<file path="src/verilog/capture_dma_pkg.sv">
// Shared constants and carrier types for the video capture DMA client.
package capture_dma_pkg;
  localparam int unsigned ADDR_W   = 8;
  localparam int unsigned DATA_W   = 32;
  // Register byte offsets.
  localparam logic [7:0] OFS_CTRL   = 8'h00;
  localparam logic [7:0] OFS_DESC   = 8'h04;
  localparam logic [7:0] OFS_BASE   = 8'h08;
  localparam logic [7:0] OFS_STATUS = 8'h0c;
  localparam logic [7:0] OFS_MASK   = 8'h10;
  localparam logic [7:0] OFS_FIELD  = 8'h14;
  localparam logic [7:0] OFS_WIDTH  = 8'h18;
  localparam logic [7:0] OFS_FRAMES = 8'h1c;
  // Control bits.
  localparam int unsigned CTRL_ENABLE  = 0;
  localparam int unsigned CTRL_ABORT   = 1;
  localparam int unsigned CTRL_CSC_EN  = 2;
  localparam int unsigned CTRL_CSC_DIR = 3;
  // Descriptor bits.
  localparam int unsigned DESC_WRITE = 0;
  localparam int unsigned DESC_DROP  = 1;
  localparam int unsigned DESC_TILED = 2;
  localparam int unsigned DESC_CONT4 = 3;
  // Status and mask bits.
  localparam int unsigned ST_FRAME    = 0;
  localparam int unsigned ST_OVERFLOW = 1;
  localparam int unsigned ST_ZERO     = 2;
  localparam int unsigned ST_MISMATCH = 3;
  localparam int unsigned ST_W        = 4;
  // Reset values.
  localparam logic [3:0]  CTRL_RST = 4'h0;
  localparam logic [3:0]  DESC_RST = 4'h0;
  localparam logic [31:0] BASE_RST = 32'h0000_0000;
  localparam logic [ST_W-1:0] MASK_RST = 4'h0;
  // Geometry.
  localparam int unsigned BYTES_PER_PIX = 4;
  localparam int unsigned WORD_SHIFT    = 7;
  localparam logic [7:0]  CHROMA_MID    = 8'h80;
  localparam logic [1:0]  AXI_OKAY      = 2'b00;
  localparam logic [1:0]  AXI_SLVERR    = 2'b10;

  typedef struct packed {
    logic        sof;
    logic        eol;
    logic        eof;
    logic [23:0] data;
  } video_beat_t;

  typedef struct packed {
    logic        field_identifier;
    logic        dropped;
    logic        tiled;
    logic [15:0] frame_num;
    logic [15:0] width_bytes;
    logic [15:0] lines;
  } desc_out_t;

  typedef struct packed {
    logic [31:0] addr;
    logic [15:0] burst;
  } line_req_t;
endpackage

</file>
<file path="src/verilog/video_capture_dma_client.sv">
// Video capture DMA client with colour conversion, descriptors and AXI4-Lite registers.
//
// Register access over AXI4-Lite and the placing of the registers were chosen for this implementation.
`timescale 1ns/1ps
// Notes on behaviour
// (RL1) Converter in path forces field identifier zero.
// (RL2) Converter does RGB to YUV, YUV to RGB.
// (RL3) Parser field identifier readable apart from descriptors.
// (RL4) Software checks parser on repeated field identifiers.
// (RL5) Abort resets the client inside the engine.
// (RL6) Stall after overflow reset must not hang.
// (RL7) Descriptor registers settle at clean end of frame.
// (RL8) Software drops first frame after reset sequence.
// (RL9) Tiled mode scales width by two or four.
// (RL10) Tiled flag held per frame; zero burst refused.
// (RL11) Zero burst widths detected and flagged.
// (RL12) Software keeps one mode bit per client.
// (RL13) Tiled dropped frames use tiled-space addresses; the code steps line addresses by unscaled line bytes in every mode.
// (RL14) Tiled lines grouped; unequal lengths flagged.
// (RL15) Abort returns both descriptor registers to reset.
module video_capture_dma_client
  import capture_dma_pkg::*;
(
  input  wire logic              sys_clk,        // system clock, 125 MHz
  input  wire logic              arst_n,         // asynchronous reset, active low
  input  wire logic              awvalid,        // write address valid
  output logic                   awready,        // write address ready
  input  wire logic [ADDR_W-1:0] awaddr,         // write address
  input  wire logic              wvalid,         // write data valid
  output logic                   wready,         // write data ready
  input  wire logic [31:0]       wdata,          // write data
  input  wire logic [3:0]        wstrb,          // write byte strobes
  output logic                   bvalid,         // write response valid
  input  wire logic              bready,         // write response ready
  output logic [1:0]             bresp,          // write response
  input  wire logic              arvalid,        // read address valid
  output logic                   arready,        // read address ready
  input  wire logic [ADDR_W-1:0] araddr,         // read address
  output logic                   rvalid,         // read data valid
  input  wire logic              rready,         // read data ready
  output logic [31:0]            rdata,          // read data
  output logic [1:0]             rresp,          // read response
  input  wire logic              vid_valid,      // captured beat valid
  input  wire video_beat_t       vid_beat,       // captured beat
  input  wire logic              parser_field,   // field identifier from sync parser
  output logic                   pix_valid,      // pixel word to memory valid
  input  wire logic              pix_ready,      // memory accepts pixel word
  output logic [31:0]            pix_data,       // pixel word to memory
  output logic                   req_valid,      // line burst request valid
  input  wire logic              req_ready,      // interconnect accepts request
  output line_req_t              req,            // line burst request
  output logic                   desc_valid,     // output descriptor valid
  input  wire logic              desc_ready,     // descriptor accepted
  output desc_out_t              desc,           // output descriptor
  output logic                   irq             // interrupt, active high level
);

  logic [3:0]      ctrl_reg;
  logic [3:0]      desc_cfg_reg;
  logic [31:0]     base_reg;
  logic [ST_W-1:0] status_reg;
  logic [ST_W-1:0] mask_reg;
  logic            parser_field_reg;
  logic [15:0]     width_reg;
  logic [15:0]     frame_cnt_reg;
  logic            abort_reg;
  // The two descriptor-writing registers of the client.
  logic            dw_frame_reg;
  logic            dw_pending_reg;
  logic            in_frame_reg;
  logic            frame_tiled_reg;
  logic            frame_cont4_reg;
  logic            frame_drop_reg;
  logic [15:0]     pix_cnt_reg;
  logic [15:0]     line_cnt_reg;
  logic [15:0]     group_width_reg;
  logic [1:0]      group_idx_reg;
  logic [31:0]     line_addr_reg;
  logic [ST_W-1:0] events;

  // Write channel capture: address and data are taken in either order.
  logic            aw_held_reg;
  logic            w_held_reg;
  logic [ADDR_W-1:0] aw_addr_reg;
  logic [31:0]     w_data_reg;
  logic [3:0]      w_strb_reg;
  logic            wr_fire;
  assign wr_fire = aw_held_reg && w_held_reg && !bvalid;

  always_ff @(posedge sys_clk or negedge arst_n)
  begin
    if (!arst_n)
    begin
      aw_held_reg <= 1'b0;
      w_held_reg  <= 1'b0;
      aw_addr_reg <= '0;
      w_data_reg  <= '0;
      w_strb_reg  <= '0;
      bvalid      <= 1'b0;
      bresp       <= AXI_OKAY;
    end
    else
    begin
      if (awvalid && awready)
      begin
        aw_held_reg <= 1'b1;
        aw_addr_reg <= awaddr;
      end
      if (wvalid && wready)
      begin
        w_held_reg <= 1'b1;
        w_data_reg <= wdata;
        w_strb_reg <= wstrb;
      end
      if (wr_fire)
      begin
        aw_held_reg <= 1'b0;
        w_held_reg  <= 1'b0;
        bvalid      <= 1'b1;
        bresp       <= (aw_addr_reg[7:5] == 3'h0 && aw_addr_reg[1:0] == 2'b00) ?
                       AXI_OKAY : AXI_SLVERR;
      end
      else if (bvalid && bready)
      begin
        bvalid <= 1'b0;
      end
    end
  end

  assign awready = !aw_held_reg;
  assign wready  = !w_held_reg;

  logic wr_ctrl;
  logic wr_desc;
  logic wr_base;
  logic wr_status;
  logic wr_mask;
  assign wr_ctrl   = wr_fire && aw_addr_reg == OFS_CTRL && w_strb_reg[0];
  assign wr_desc   = wr_fire && aw_addr_reg == OFS_DESC && w_strb_reg[0];
  assign wr_base   = wr_fire && aw_addr_reg == OFS_BASE;
  assign wr_status = wr_fire && aw_addr_reg == OFS_STATUS && w_strb_reg[0];
  assign wr_mask   = wr_fire && aw_addr_reg == OFS_MASK && w_strb_reg[0];

  // Abort is a one-cycle strobe; the written bit never reads back as set.
  always_ff @(posedge sys_clk or negedge arst_n)
  begin
    if (!arst_n)
    begin
      ctrl_reg     <= CTRL_RST;
      desc_cfg_reg <= DESC_RST;
      base_reg     <= BASE_RST;
      mask_reg     <= MASK_RST;
      abort_reg    <= 1'b0;
    end
    else
    begin
      abort_reg <= wr_ctrl && w_data_reg[CTRL_ABORT];
      if (wr_ctrl)
        ctrl_reg <= w_data_reg[3:0] & ~(4'h1 << CTRL_ABORT);
      if (wr_desc)
        desc_cfg_reg <= w_data_reg[3:0];
      if (wr_base)
      begin
        for (int i = 0; i < 4; i++)
          if (w_strb_reg[i])
            base_reg[8*i +: 8] <= w_data_reg[8*i +: 8];
      end
      if (wr_mask)
        mask_reg <= w_data_reg[ST_W-1:0];
    end
  end

  // Set wins over a write-one-to-clear in the same cycle.
  always_ff @(posedge sys_clk or negedge arst_n)
  begin
    if (!arst_n)
      status_reg <= '0;
    else
      status_reg <= (status_reg & ~(wr_status ? w_data_reg[ST_W-1:0] : '0)) | events;
  end

  always_ff @(posedge sys_clk or negedge arst_n)
  begin
    if (!arst_n)
      irq <= 1'b0;
    else
      irq <= |(((status_reg & ~(wr_status ? w_data_reg[ST_W-1:0] : '0)) | events) & mask_reg);
  end

  // Read channel.
  always_ff @(posedge sys_clk or negedge arst_n)
  begin
    if (!arst_n)
    begin
      rvalid <= 1'b0;
      rdata  <= '0;
      rresp  <= AXI_OKAY;
    end
    else if (arvalid && arready)
    begin
      rvalid <= 1'b1;
      rresp  <= AXI_OKAY;
      unique case (araddr)
        OFS_CTRL:   rdata <= {28'h0, ctrl_reg};
        OFS_DESC:   rdata <= {28'h0, desc_cfg_reg};
        OFS_BASE:   rdata <= base_reg;
        OFS_STATUS: rdata <= {28'h0, status_reg};
        OFS_MASK:   rdata <= {28'h0, mask_reg};
        OFS_FIELD:  rdata <= {31'h0, parser_field_reg}; // RL3
        OFS_WIDTH:  rdata <= {16'h0, width_reg};
        OFS_FRAMES: rdata <= {16'h0, frame_cnt_reg};
        default:
        begin
          rdata <= '0;
          rresp <= AXI_SLVERR;
        end
      endcase
    end
    else if (rvalid && rready)
      rvalid <= 1'b0;
  end

  assign arready = !rvalid;

  // Crude fixed-point conversion; good enough for capture preview paths.
  function automatic logic [23:0] convert(input logic [23:0] p, input logic to_rgb);
    logic [17:0] y;
    logic [9:0]  u;
    logic [9:0]  v;
    logic [9:0]  r;
    logic [9:0]  b;
    y = 18'd77 * p[23:16] + 18'd150 * p[15:8] + 18'd29 * p[7:0];
    u = {2'b00, CHROMA_MID} + {2'b00, p[7:0] >> 1} - {2'b00, y[16:9]};
    v = {2'b00, CHROMA_MID} + {2'b00, p[23:16] >> 1} - {2'b00, y[16:9]};
    r = {2'b00, p[23:16]} + {1'b0, p[7:0], 1'b0} - {1'b0, CHROMA_MID, 1'b0};
    b = {2'b00, p[23:16]} + {1'b0, p[15:8], 1'b0} - {1'b0, CHROMA_MID, 1'b0};
    if (to_rgb)
      convert = {r[9] ? 8'h00 : (r[8] ? 8'hff : r[7:0]), p[23:16],
                 b[9] ? 8'h00 : (b[8] ? 8'hff : b[7:0])};
    else
      convert = {y[15:8], u[7:0], v[7:0]};
  endfunction

  logic stall;
  logic accept;
  assign stall  = pix_valid && !pix_ready;
  assign accept = vid_valid && ctrl_reg[CTRL_ENABLE] && !abort_reg;

  // Pixel path: one holding word; a beat arriving during a stall inside a kept frame is an overflow.
  always_ff @(posedge sys_clk or negedge arst_n)
  begin
    if (!arst_n)
    begin
      pix_valid <= 1'b0;
      pix_data  <= '0;
    end
    else if (abort_reg)
      pix_valid <= 1'b0;
    else if (accept && !stall &&
             (vid_beat.sof ? !desc_cfg_reg[DESC_DROP] : in_frame_reg && !frame_drop_reg))
    begin
      pix_valid <= 1'b1;
      pix_data  <= {8'h00, ctrl_reg[CTRL_CSC_EN] ?
                   convert(vid_beat.data, ctrl_reg[CTRL_CSC_DIR]) : vid_beat.data}; // RL2
    end
    else if (pix_ready)
      pix_valid <= 1'b0;
  end

  always_ff @(posedge sys_clk or negedge arst_n)
  begin
    if (!arst_n)
      parser_field_reg <= 1'b0;
    else if (vid_valid && vid_beat.sof)
      parser_field_reg <= parser_field; // RL3
  end

  // Per-line width and burst sizing.
  logic [15:0] line_bytes;
  logic [17:0] scaled;
  logic [15:0] burst;
  assign line_bytes = (pix_cnt_reg + 16'd1) * 16'(BYTES_PER_PIX);
  assign scaled     = !frame_tiled_reg ? {2'b00, line_bytes} :
                      (frame_cont4_reg ? {line_bytes, 2'b00} : {1'b0, line_bytes, 1'b0}); // RL9
  assign burst      = !frame_tiled_reg ? 16'(scaled >> WORD_SHIFT) :
                      (frame_cont4_reg ? 16'(scaled >> (WORD_SHIFT + 2)) :
                                         16'(scaled >> (WORD_SHIFT + 1))); // RL10

  logic line_end;
  logic frame_end;
  logic group_last;
  assign line_end   = accept && in_frame_reg && vid_beat.eol;
  assign frame_end  = accept && in_frame_reg && vid_beat.eof;
  assign group_last = frame_cont4_reg ? (group_idx_reg == 2'd3) : (group_idx_reg == 2'd1);

  always_comb
  begin
    events = '0;
    events[ST_FRAME]    = frame_end;
    events[ST_OVERFLOW] = accept && in_frame_reg && stall && !frame_drop_reg;
    events[ST_ZERO]     = line_end && !frame_drop_reg && burst == 16'd0; // RL11
    events[ST_MISMATCH] = line_end && frame_tiled_reg && group_idx_reg != 2'd0 &&
                          line_bytes != group_width_reg; // RL14
  end

  // Frame state. Abort clears the frame flag, the pixel, line and group counters, and both descriptor registers.
  always_ff @(posedge sys_clk or negedge arst_n)
  begin
    if (!arst_n)
    begin
      in_frame_reg    <= 1'b0;
      frame_tiled_reg <= 1'b0;
      frame_cont4_reg <= 1'b0;
      frame_drop_reg  <= 1'b0;
      dw_frame_reg    <= 1'b0;
      dw_pending_reg  <= 1'b0;
      pix_cnt_reg     <= '0;
      line_cnt_reg    <= '0;
      group_width_reg <= '0;
      group_idx_reg   <= '0;
      line_addr_reg   <= '0;
      width_reg       <= '0;
      frame_cnt_reg   <= '0;
    end
    else if (abort_reg)
    begin
      in_frame_reg   <= 1'b0; // RL5
      dw_frame_reg   <= 1'b0; // RL15
      dw_pending_reg <= 1'b0; // RL6
      pix_cnt_reg    <= '0;
      line_cnt_reg   <= '0;
      group_idx_reg  <= '0;
    end
    else if (accept && vid_beat.sof)
    begin
      // Mode bits are sampled here only, so a later descriptor cannot change them mid-frame.
      in_frame_reg    <= 1'b1;
      frame_tiled_reg <= desc_cfg_reg[DESC_TILED]; // RL10
      frame_cont4_reg <= desc_cfg_reg[DESC_CONT4];
      frame_drop_reg  <= desc_cfg_reg[DESC_DROP];
      dw_frame_reg    <= desc_cfg_reg[DESC_WRITE];
      // The start beat is already the first pixel of line zero.
      pix_cnt_reg     <= 16'd1;
      line_cnt_reg    <= '0;
      group_idx_reg   <= '0;
      line_addr_reg   <= base_reg;
    end
    else if (accept && in_frame_reg)
    begin
      pix_cnt_reg <= line_end ? 16'd0 : pix_cnt_reg + 16'd1;
      if (line_end)
      begin
        width_reg     <= line_bytes;
        line_cnt_reg  <= line_cnt_reg + 16'd1;
        line_addr_reg <= line_addr_reg + {16'h0, line_bytes};
        if (group_idx_reg == 2'd0)
          group_width_reg <= line_bytes; // RL14
        group_idx_reg <= (!frame_tiled_reg || group_last) ? 2'd0 : group_idx_reg + 2'd1;
      end
      if (frame_end)
      begin
        in_frame_reg   <= 1'b0;
        frame_cnt_reg  <= frame_cnt_reg + 16'd1;
        dw_pending_reg <= dw_frame_reg; // RL7
        dw_frame_reg   <= 1'b0;
      end
    end
    else if (desc_valid && desc_ready)
      dw_pending_reg <= 1'b0;
  end

  // Line burst request, issued at each line end unless dropped, zero-sized or the previous request is still waiting.
  always_ff @(posedge sys_clk or negedge arst_n)
  begin
    if (!arst_n)
    begin
      req_valid <= 1'b0;
      req       <= '0;
    end
    else if (abort_reg)
      req_valid <= 1'b0;
    else if (line_end && !frame_drop_reg && burst != 16'd0 && !(req_valid && !req_ready))
    begin
      req_valid  <= 1'b1; // RL10
      req.addr   <= line_addr_reg;
      req.burst  <= burst;
    end
    else if (req_ready)
      req_valid <= 1'b0;
  end

  // Output descriptor after a frame whose descriptor-write bit was set.
  always_ff @(posedge sys_clk or negedge arst_n)
  begin
    if (!arst_n)
    begin
      desc_valid <= 1'b0;
      desc       <= '0;
    end
    else if (abort_reg)
      desc_valid <= 1'b0;
    else if (frame_end && dw_frame_reg)
    begin
      desc_valid            <= 1'b1;
      desc.field_identifier <= ctrl_reg[CTRL_CSC_EN] ? 1'b0 : parser_field_reg; // RL1
      desc.dropped          <= frame_drop_reg;
      desc.tiled            <= frame_tiled_reg;
      desc.frame_num        <= frame_cnt_reg;
      // The end beat also closes the last line, whose counts land on this same edge.
      desc.width_bytes      <= line_bytes;
      desc.lines            <= line_cnt_reg + 16'd1;
    end
    else if (desc_ready)
      desc_valid <= 1'b0;
  end

endmodule

</file>
<file path="config.mk">
export PLATFORM = sky130hd
export DESIGN_NAME = video_capture_dma_client
export DESIGN_NICKNAME = d
export VERILOG_FILES = /design/src/verilog/capture_dma_pkg.sv /design/src/verilog/video_capture_dma_client.sv
export SDC_FILE = /design/constraint.sdc
export NUM_CORES = 1
export LEC_CHECK = 0
export BUFFER_PORTS_ARGS = -buffer_cell sky130_fd_sc_hd__buf_4
export CORE_MARGIN = 2
export CORE_UTILIZATION = 25
export DETAILED_ROUTE_END_ITERATION = 16
export PLACE_DENSITY = 0.49
export SYNTH_ARGS = -nofsm -noshare
export SYNTH_HDL_FRONTEND = slang
export SYNTH_SLANG_ARGS = --single-unit
</file>
<file path="constraint.sdc">
create_clock -name sys_clk -period 3.5 [get_ports sys_clk]
set_input_delay 0.35 -clock sys_clk [delete_from_list [all_inputs] [get_ports sys_clk]]
set_output_delay 0.35 -clock sys_clk [all_outputs]
set_load 0.01 [all_outputs]
</file>
Word level (Yosys, flattened, before mapping)
Index checks and enable logic that the tools add are counted.
{ "word_totals": {"reg_bits": 373, "out_inout_bits": 176} }
{ "classes": {"n_reduce_logical": 89, "n_mux": 56, "multipliers": 3, "add_sub_neg": 15, "n_bitwise": 6, "eq_ne": 14} }
{ "ops": {"columns": ["cell", "n"], "rows": [
  ["$pmux W32 S8", 1],
  ["$mux W16", 8],
  ["$mux W32", 3],
  ["$add A16 B1 Y16 const B", 3],
  ["$mux W24", 2],
  ["$eq A8 B5 Y1 const B", 5],
  ["$logic_and A1 B1 Y1", 40],
  ["$mux W18", 2],
  ["$add A32 B16 Y32", 1],
  ["$eq A8 B4 Y1 const B", 4],
  ["$mux W8", 4],
  ["$mul A7 B8 Y15 const A", 2],
  ["$mux W1", 26],
  ["$add A8 B9 Y10", 2],
  ["$reduce_and A2 Y1", 10],
  ["$sub A10 B9 Y10 const B", 2],
  ["$reduce_bool A3 Y1", 6],
  ["$add A15 B16 Y17", 1],
  ["$add A17 B13 Y17", 1],
  ["$add A8 B7 Y8 const A", 2],
  ["$eq A8 B3 Y1 const B", 2],
  ["$logic_not A16 Y1", 1],
  ["$logic_not A8 Y1", 2],
  ["$reduce_bool A16 Y1", 1],
  ["24 further kinds", 52]
]} }

Logic depth before layout (Yosys ltp)
Gate-level depths: netlist (run 1).
{ "depth": {"ltp_word": 10, "ltp_mapped": 32, "depth_no_buf": 32} }

Least setup slack after synthesis (run 1)
No wires, ideal clock.
{ "synth_path": {"path_kind": "in2reg", "startpoint": "input port vid_beat[12] in the netlist's numbering", "endpoint": "register pix_data[15]", "slack_ns": -4.917, "arrival_time_ns": 8.281, "n_path_buf": 0, "required_time_ns": 3.363, "setup_time_ns": 0.137, "stages": 29, "cell_sequence": "ha_1 -> ha_1 -> inv_1 -> fa_1 -> fa_1 -> inv_1 -> ha_1 -> xnor2_1 -> fa_1 -> fa_1 -> inv_1 -> fa_1 -> fa_1 -> inv_1 -> ha_1 -> and4_1 -> a32oi_1 -> nand3_1 -> a21oi_1 -> xor2_1 -> ha_1 -> a21o_2 -> maj3_2 -> maj3_2 -> maj3_2 -> maj3_2 -> maj3_2 -> mux2i_1 -> a31oi_1"} }
{ "synth_via": {"elab_chain_len": 6} }
{ "synth_lines": {"columns": ["element", "line", "rtl"], "rows": [
  ["start, declared", "video_capture_dma_client.sv:44", "input wire video_beat_t vid_beat,"],
  ["$mul A7 B8 Y15", "video_capture_dma_client.sv:232", "y = 18'd77 * p[23:16] + 18'd150 * p[15:8] + 18'd29 * p[7:0];"],
  ["$add A15 B16 Y17", "video_capture_dma_client.sv:232", null],
  ["$add A17 B13 Y17", "video_capture_dma_client.sv:232", null],
  ["$sub A8 B8 Y8", "video_capture_dma_client.sv:233", "u = {2'b00, CHROMA_MID} + {2'b00, p[7:0] >> 1} - {2'b00, y[16:9]};"],
  ["$mux W24", "video_capture_dma_client.sv:237", "if (to_rgb)"],
  ["$mux W24", "video_capture_dma_client.sv:263", "pix_data <= {8'h00, ctrl_reg[CTRL_CSC_EN] ?"],
  ["end signal, assigned", "video_capture_dma_client.sv:263", null],
  ["end, declared", "video_capture_dma_client.sv:48", "output logic [31:0] pix_data,"]
]} }
No other way between the ends.
A chain may end at the register's enable or synchronous reset.

Final worst setup path (run 1)
Same ends and word-level chain as after synthesis.

==> run metrics, run 1 <==
EDFF count, synth=0; Final ANT Viol Nets=0; Largest Register=desc; worst skew pair latency=~0.6 ns; Worst EP arrival=slightly below 8 ns; sequential cell area fraction in the yosys report=44.4%; post-synthesis compound-gate area fraction=12.0%; crit path max-delay cell type=fa_1; Multi-input gate area=between 10000 and 15000 µm²; largest family of logic cells by synthesized area=adder cells; hold endpoint=w_data_reg[7]$_DFFE_PN0P_; vias in the first global route=about 17000; cell mode on critical path=fa_1; Post-synth ARST share=between 90% and 100%; Critical Path Start Type=input pin; worst setup margin=-3.91 ns; row cnt=105; Placer Congestion=~0.86; Worst EP required=around 4 ns; IO buf count=about 250; Pre-antenna DRT Iters=5; die height=roughly 290 µm; fmax=between 100 and 150 MHz; Area Overhead vs Synth=35.8%; WS Path Type=in2reg; CTS tree=built; leakage power=13.3 nW; Main synth FF type=dfrtp_1; maximum vdd drop=~2300 µV; Crit Path Max Fanout=3; max cap viols=0; clk buf depth=3; Clock transition at path regs=roughly 0.060 ns; Worst Setup End Kind=flip-flop; number of DRC markers in iteration 0=roughly 880; Largest regs=desc: 49 flops, req: 43 flops; endpoints failing hold=0; H-tree levels=2; Die Wd=~290 µm; max reg flops=49; Detailed Place HPWL=between 50000 and 60000 µm; final slew viol count=0; ranking of synthesized cells by area=dfrtp_1, ha_1, mux2_2; detailed-route vias per instance=between 4 and 5; post-synth cell types=72; Tot Pwr=36.7 mW; met2 routed WL=31900 µm; total negative setup slack=-72.09 ns; Synth Area in Adders=between 10% and 20%; worst reg-to-reg path cell count=11; worst relative slew slack=between 30% and 40%; TritonCTS Sinks=between 300 and 400; Buf/Inv on CP=5; Routed wire per std cell=between 15 and 20 µm; initial cell density of the core=about a quarter; Yosys top cell area share=about 44%; root buffer cell=clkbuf_16; Fillers=~8400; DR DRC count=0; run status=finished, violations left; Top Ports=~270; first-pass GRT wire length=just over 100000 µm; Synth warnings=0; failing checks=negative setup slack; uppermost layer routed=met5; antenna violations before repair=2; hold_sp=wdata[7]; flops & latches, synth=roughly 360; dpl ws=-4.59 ns; simple-gate share of the synthesized area=between 10 and 15%; Mapped Cells=between 1500 and 2000; flop2flop setup slack=approximately 0.17 ns; Critical R2R Launch=pix_cnt_reg[3]$_DFFE_PN0P_; DRT met1 WL=~30000 µm; Final min period=7.41 ns; crit-path leading delay family=adder cells; PD cells=1320 nW/µm²; Hold Crit Depth=2; worst slew pin tran=slightly above 1 ns; final worst-path cycle share=212%; Synth top cells by count=dfrtp_1, nand2_1, o21ai_0, inv_1, mux2_2; Netlist Area Pre-Place=around 20000 µm²; fin nets=around 2700; drt total wl=between 60000 and 70000 µm; GRT Total Usage=between 10% and 20%; Setup Viol. Count Final=24; TritonCTS Buffers=between 40 and 50; max incr delay on CP=0.54 ns; Syn Area/Cell=around 10 µm²; top-count cell post-synth=dfrtp_1; RSZ-0062 raised after global routing=yes; Vias=about 16000; Final Util=34.1%; layout cells sized above 1=around a third; register area=9110 µm²; top cell type by total area after synthesis=dfrtp_1; Reg-to-Reg End=req[27]$_DFFE_PN0P_; Hold Path Class=in2reg; Synth Area in XOR/XNOR=around 5.6%; Setup Skew=approximately 0.043 ns; grt ovf=0; largest net degree at the start of global routing=97; Core Region=81700 µm²; multiplexer share of the synthesized area=8.15%; met3 WL=2940 µm; DIE AREA=approximately 84000 µm²
[report_power, final]
part	switching [mW]	leakage (nW)	internal [mW]
logic	11.4	7.63	15.3
clock network	2.01	0.775	2.94
registers	0.398	4.94	4.71
[timing repair]
action | 4_1_cts | 5_1_grt
gates resized for setup | 106 | 55
hold buffers | 50 | 0
setup endpoints to repair | 35 | 59
endpoints found under the hold margin | 137 | 0
setup buffers | 27 | 16
pin swaps | 64 | 69
[worst max-delay path by stage]
| stage | start | endpoint | cells after the start |
|---|---|---|---|
| floorplan | vid_beat[12] | pix_data[15]$_DFFE_PN0P_ | 29 |
| global placement | vid_beat[12] | pix_data[15]$_DFFE_PN0P_ | 30 |
| detailed placement | vid_beat[12] | pix_data[15]$_DFFE_PN0P_ | 30 |
| CTS | vid_beat[12] | pix_data[15]$_DFFE_PN0P_ | 30 |
| global route | vid_beat[12] | pix_data[15]$_DFFE_PN0P_ | 30 |
| finish | vid_beat[12] | pix_data[15]$_DFFE_PN0P_ | 30 |
[layer usage]
metal,vias up,global-route usage (%)
li1,7765,-
met4,4,3.82
met5,-,0
met3,85,2.77
met1,8140,20.8
met2,334,26.3
[cell usage in the layout (no fill, tap or decap), types with 13 or more instances in the layout]
cell,count
o21ai_1,34
xor2_1,39
a22o_1,17
a21o_1,14
nor3_1,14
dlygate4sd3_1,50
mux2i_1,22
buf_6,26
nor2_1,98
buf_4,416
inv_1,142
a21oi_1,72
dfrtp_1,364
fa_1,57
ha_1,101
ha_4,16
maj3_2,14
nand2_1,236
conb_1,17
o211ai_1,13
nand3_1,31
xnor2_1,79
clkbuf_16,45
o21ai_0,146
and3_1,20
mux2_2,126
o31ai_1,20
[worst reg2reg max path: cells and delay by family, from the launching register on]
kind | cells | cell delay (ns)
simple gates | 6 | 1.61
flops | 1 | 0.36
xor+xnor | 1 | 0.25
buf+inv | 3 | 0.66
mux | 1 | 0.35
[final cells by class]
cell class / count / area share [%]
Tap cell: 1070 / 4.81
Antenna cell: 1 / 0.00898
Timing Repair Buffer: 501 / 14.7
Clock buffer: 57 / 4.49
Clock inverter: 26 / 1.19
Multi-Input combinational cell: 1396 / 40.1
Sequential cell: 364 / 32.7
Inverter: 153 / 2.07
[per-stage QoR]
| step | std cells | cell area, µm² | hold slack [ns] |
|---|---|---|---|
| 2_1_floorplan | 2008 | 20700 | 0.0544 |
| 3_3_place_gp | 3396 | 24800 | 0.461 |
| 3_5_place_dp | 3396 | 24800 | 0.456 |
| 4_1_cts | 3555 | 27500 | 0.0130 |
| 5_1_grt | 3567 | 27900 | 0.0411 |
| 6_report | 3568 | 27900 | 0.0582 |
[cells by family (layout without fill, tap and decap cells)]
logic type / after synthesis / in the layout
mux: 150 / 150
other cells: 1 / 18
fa+ha+maj: 194 / 194
compound gates: 410 / 410
simple gates: 493 / 493
xor+xnor: 132 / 132
buf+inv: 248 / 737
flops: 364 / 364
Note: power is estimated with default switching activity, not from simulation.
==> inputs of run 2 (changes only) <==
- CORE_UTILIZATION: 25 -> 45
- PLACE_DENSITY: 0.49 -> 0.67
==> run 2 against run 1 <==
Against the previous run:
- the run still ends with negative setup slack left
- die area shrank 44%
- clock power is 6.3% lower
- final cell count is 14% lower
- non-clock buffer count down 34
- clock-buffer cell count fell by 5
- critical path depth rose by 1
- sequential power about the same
- largest cell class unchanged
- highest routed layer is now met4
==> run metrics, run 2 (synthesized netlist as in run 1, its figures left out) <==
run status=finished, violations left; failing checks=negative setup slack; layout cells sized above 1=31.2% (-0.30 points); placed cells=2913 (-14%); fmax=134 MHz (-0.34%); crit path max-delay cell type=fa_1; Detailed Place HPWL=42800 µm (-15%); max incr delay on CP=0.50 ns (-0.04 ns); TritonCTS Buffers=41 (-8.9%); Worst Setup End Kind=flip-flop; final slew viol count=0 (unchanged); Largest regs=desc: 49 flops, req: 43 flops; number of DRC markers in iteration 0=1102 (+26%); TritonCTS Sinks=364 (unchanged); die height=218 µm (-25%); Worst EP arrival=7.86 ns (+0.03 ns); largest net degree at the start of global routing=119 (+23%); maximum vdd drop=2670 µV (+15%); max reg flops=49 (unchanged); Routed wire per std cell=19.1 µm (+2.9%); worst slew pin tran=1.01 ns (-0.00542 ns); worst skew pair latency=0.57 ns (-0.03 ns); IO buf count=249 (unchanged); Final ANT Viol Nets=0 (unchanged); detailed-route vias per instance=5.37 (+17%); Worst EP required=3.92 ns (about the same); first-pass GRT wire length=91800 µm (-11%); Hold Path Class=in2reg; Vias=16402 (+0.45%); Final min period=7.44 ns (+0.0254 ns); WS Path Type=in2reg; root buffer cell=clkbuf_16; Worst Hold Margin=0.0170 ns (-0.0411 ns); antenna violations before repair=2 (unchanged); Die Wd=218 µm (-25%); Setup Viol. Count Final=24 (unchanged); DIE AREA=47300 µm² (-44%); Setup Skew=0.0348 ns (-0.00789 ns); Fillers=3739 (-55%); RSZ-0062 raised after global routing=yes; worst setup margin=-3.94 ns (-0.0254 ns); Critical Path Start Type=input pin; Crit Path Max Fanout=5 (+2); initial cell density of the core=45.4% (+20 points); drt total wl=58500 µm (-12%); endpoints failing hold=0 (unchanged); vias in the first global route=16680 (-1.3%); max cap viols=0 (unchanged); Multi-input gate area=11200 µm² (+0.72%); non-filler cells, final=3057 (-14%); most frequent cells in the layout=buf_4, dfrtp_1, nand2_1; Placer Congestion=0.874 (+1.1%); clk buf depth=3 (unchanged); Clock transition at path regs=0.06 ns (about the same); fin nets=2694 (-1.4%); most common cell after layout, fill and taps aside=buf_4; register area=9110 µm² (about the same); Core Region=45200 µm² (-45%); DR DRC count=0 (unchanged); row cnt=78 (-26%); Pre-antenna DRT Iters=5 (unchanged); Area Overhead vs Synth=31.2%; final worst-path cycle share=212% (+0.73 points); CTS tree=built; PD cells=1360 nW/µm² (+3.4%); grt ovf=0 (unchanged); leakage power=13.2 nW (-1.3%); GRT Total Usage=24.6% (+9.0 points); worst relative slew slack=32.3% (+0.36 points); H-tree levels=2 (unchanged); Top Ports=267 (unchanged); Largest Register=desc
## run 2: changes by cell type in the layout (fill, tap and decap cells not counted), sizes merged, moves of 4 or more
cell / change
clkbuf: -5
dlygate4sd3: -17
buf: -17
inv: -4
## run 2: area by class of cell
class	instances	area share (%)
Sequential cell	364	33.8
Clock inverter	22	1.23
Timing Repair Buffer	467	14.0
Multi-Input combinational cell	1396	41.8
Antenna cell	3	0.0279
Inverter	153	2.13
Tap cell	600	2.79
Clock buffer	52	4.23
## run 2: critical path, delay by kind of cell
family          cells  cell delay (ns)
mux                 1             0.15
buf+inv             5             0.44
xor+xnor            2             0.34
fa+ha+maj          15             5.20
compound gates      6             1.02
simple gates        2             0.31
## run 2: path summary, 6_finish.rpt
kind	startpoint	endpoint	slack, ns	cells after the start
worst min register to register	line_addr_reg[0]$_DFFE_PN0P_	line_addr_reg[0]$_DFFE_PN0P_	0.48	2
min in group asynchronous	arst_n	desc[13]$_DFFE_PN0P_	0.45	2
worst max register to register	pix_cnt_reg[2]$_DFFE_PN0P_	line_addr_reg[21]$_DFFE_PN0P_	0.19	15
max in group asynchronous	arst_n	w_data_reg[12]$_DFFE_PN0P_	2.05	3
worst max-delay path	vid_beat[10]	pix_data[15]$_DFFE_PN0P_	-3.94	31
worst min-delay path	awaddr[6]	aw_addr_reg[6]$_DFFE_PN0P_	0.02	2
## run 2: where the power goes
part | internal (mW) | total [mW] | switching, mW
clock network | 2.84 | 4.64 | 1.79
logic | 15.1 | 27.0 | 11.9
registers | 4.71 | 5.10 | 0.384
total | 22.6 | 36.7 | 14.1
## run 2: timing repair
item	4_1_cts	5_1_grt
endpoints found under the setup margin	25	39
pin swaps	55	56
hold buffers	33	0
endpoints found under the hold margin	143	0
buffers inserted	26	16
cloned	0	0
resized for setup	88	84
## run 2: through the flow
step	setup WS (ns)	util, %	power [mW]	TNS (ns)	cell area, µm²
floorplan	-4.32	-	16.8	-71.46	20700
global placement	-4.43	53.4	23.4	-82.31	24100
detailed placement	-4.65	53.4	23.8	-86.57	24100
CTS	-3.83	58.5	32.4	-69.05	26400
global route	-4.11	59.6	38.8	-75.21	26900
finish	-3.94	59.6	36.7	-71.52	26900
## run 2: layer usage
layer  track usage (%)  vias up  share of wire, %
met3              4.24      112               5.7
met4              8.54        0               3.3
met2              40.6      489                48
met5                 0        -                 0
li1                  -     7676                 -
met1              32.9     8125                43
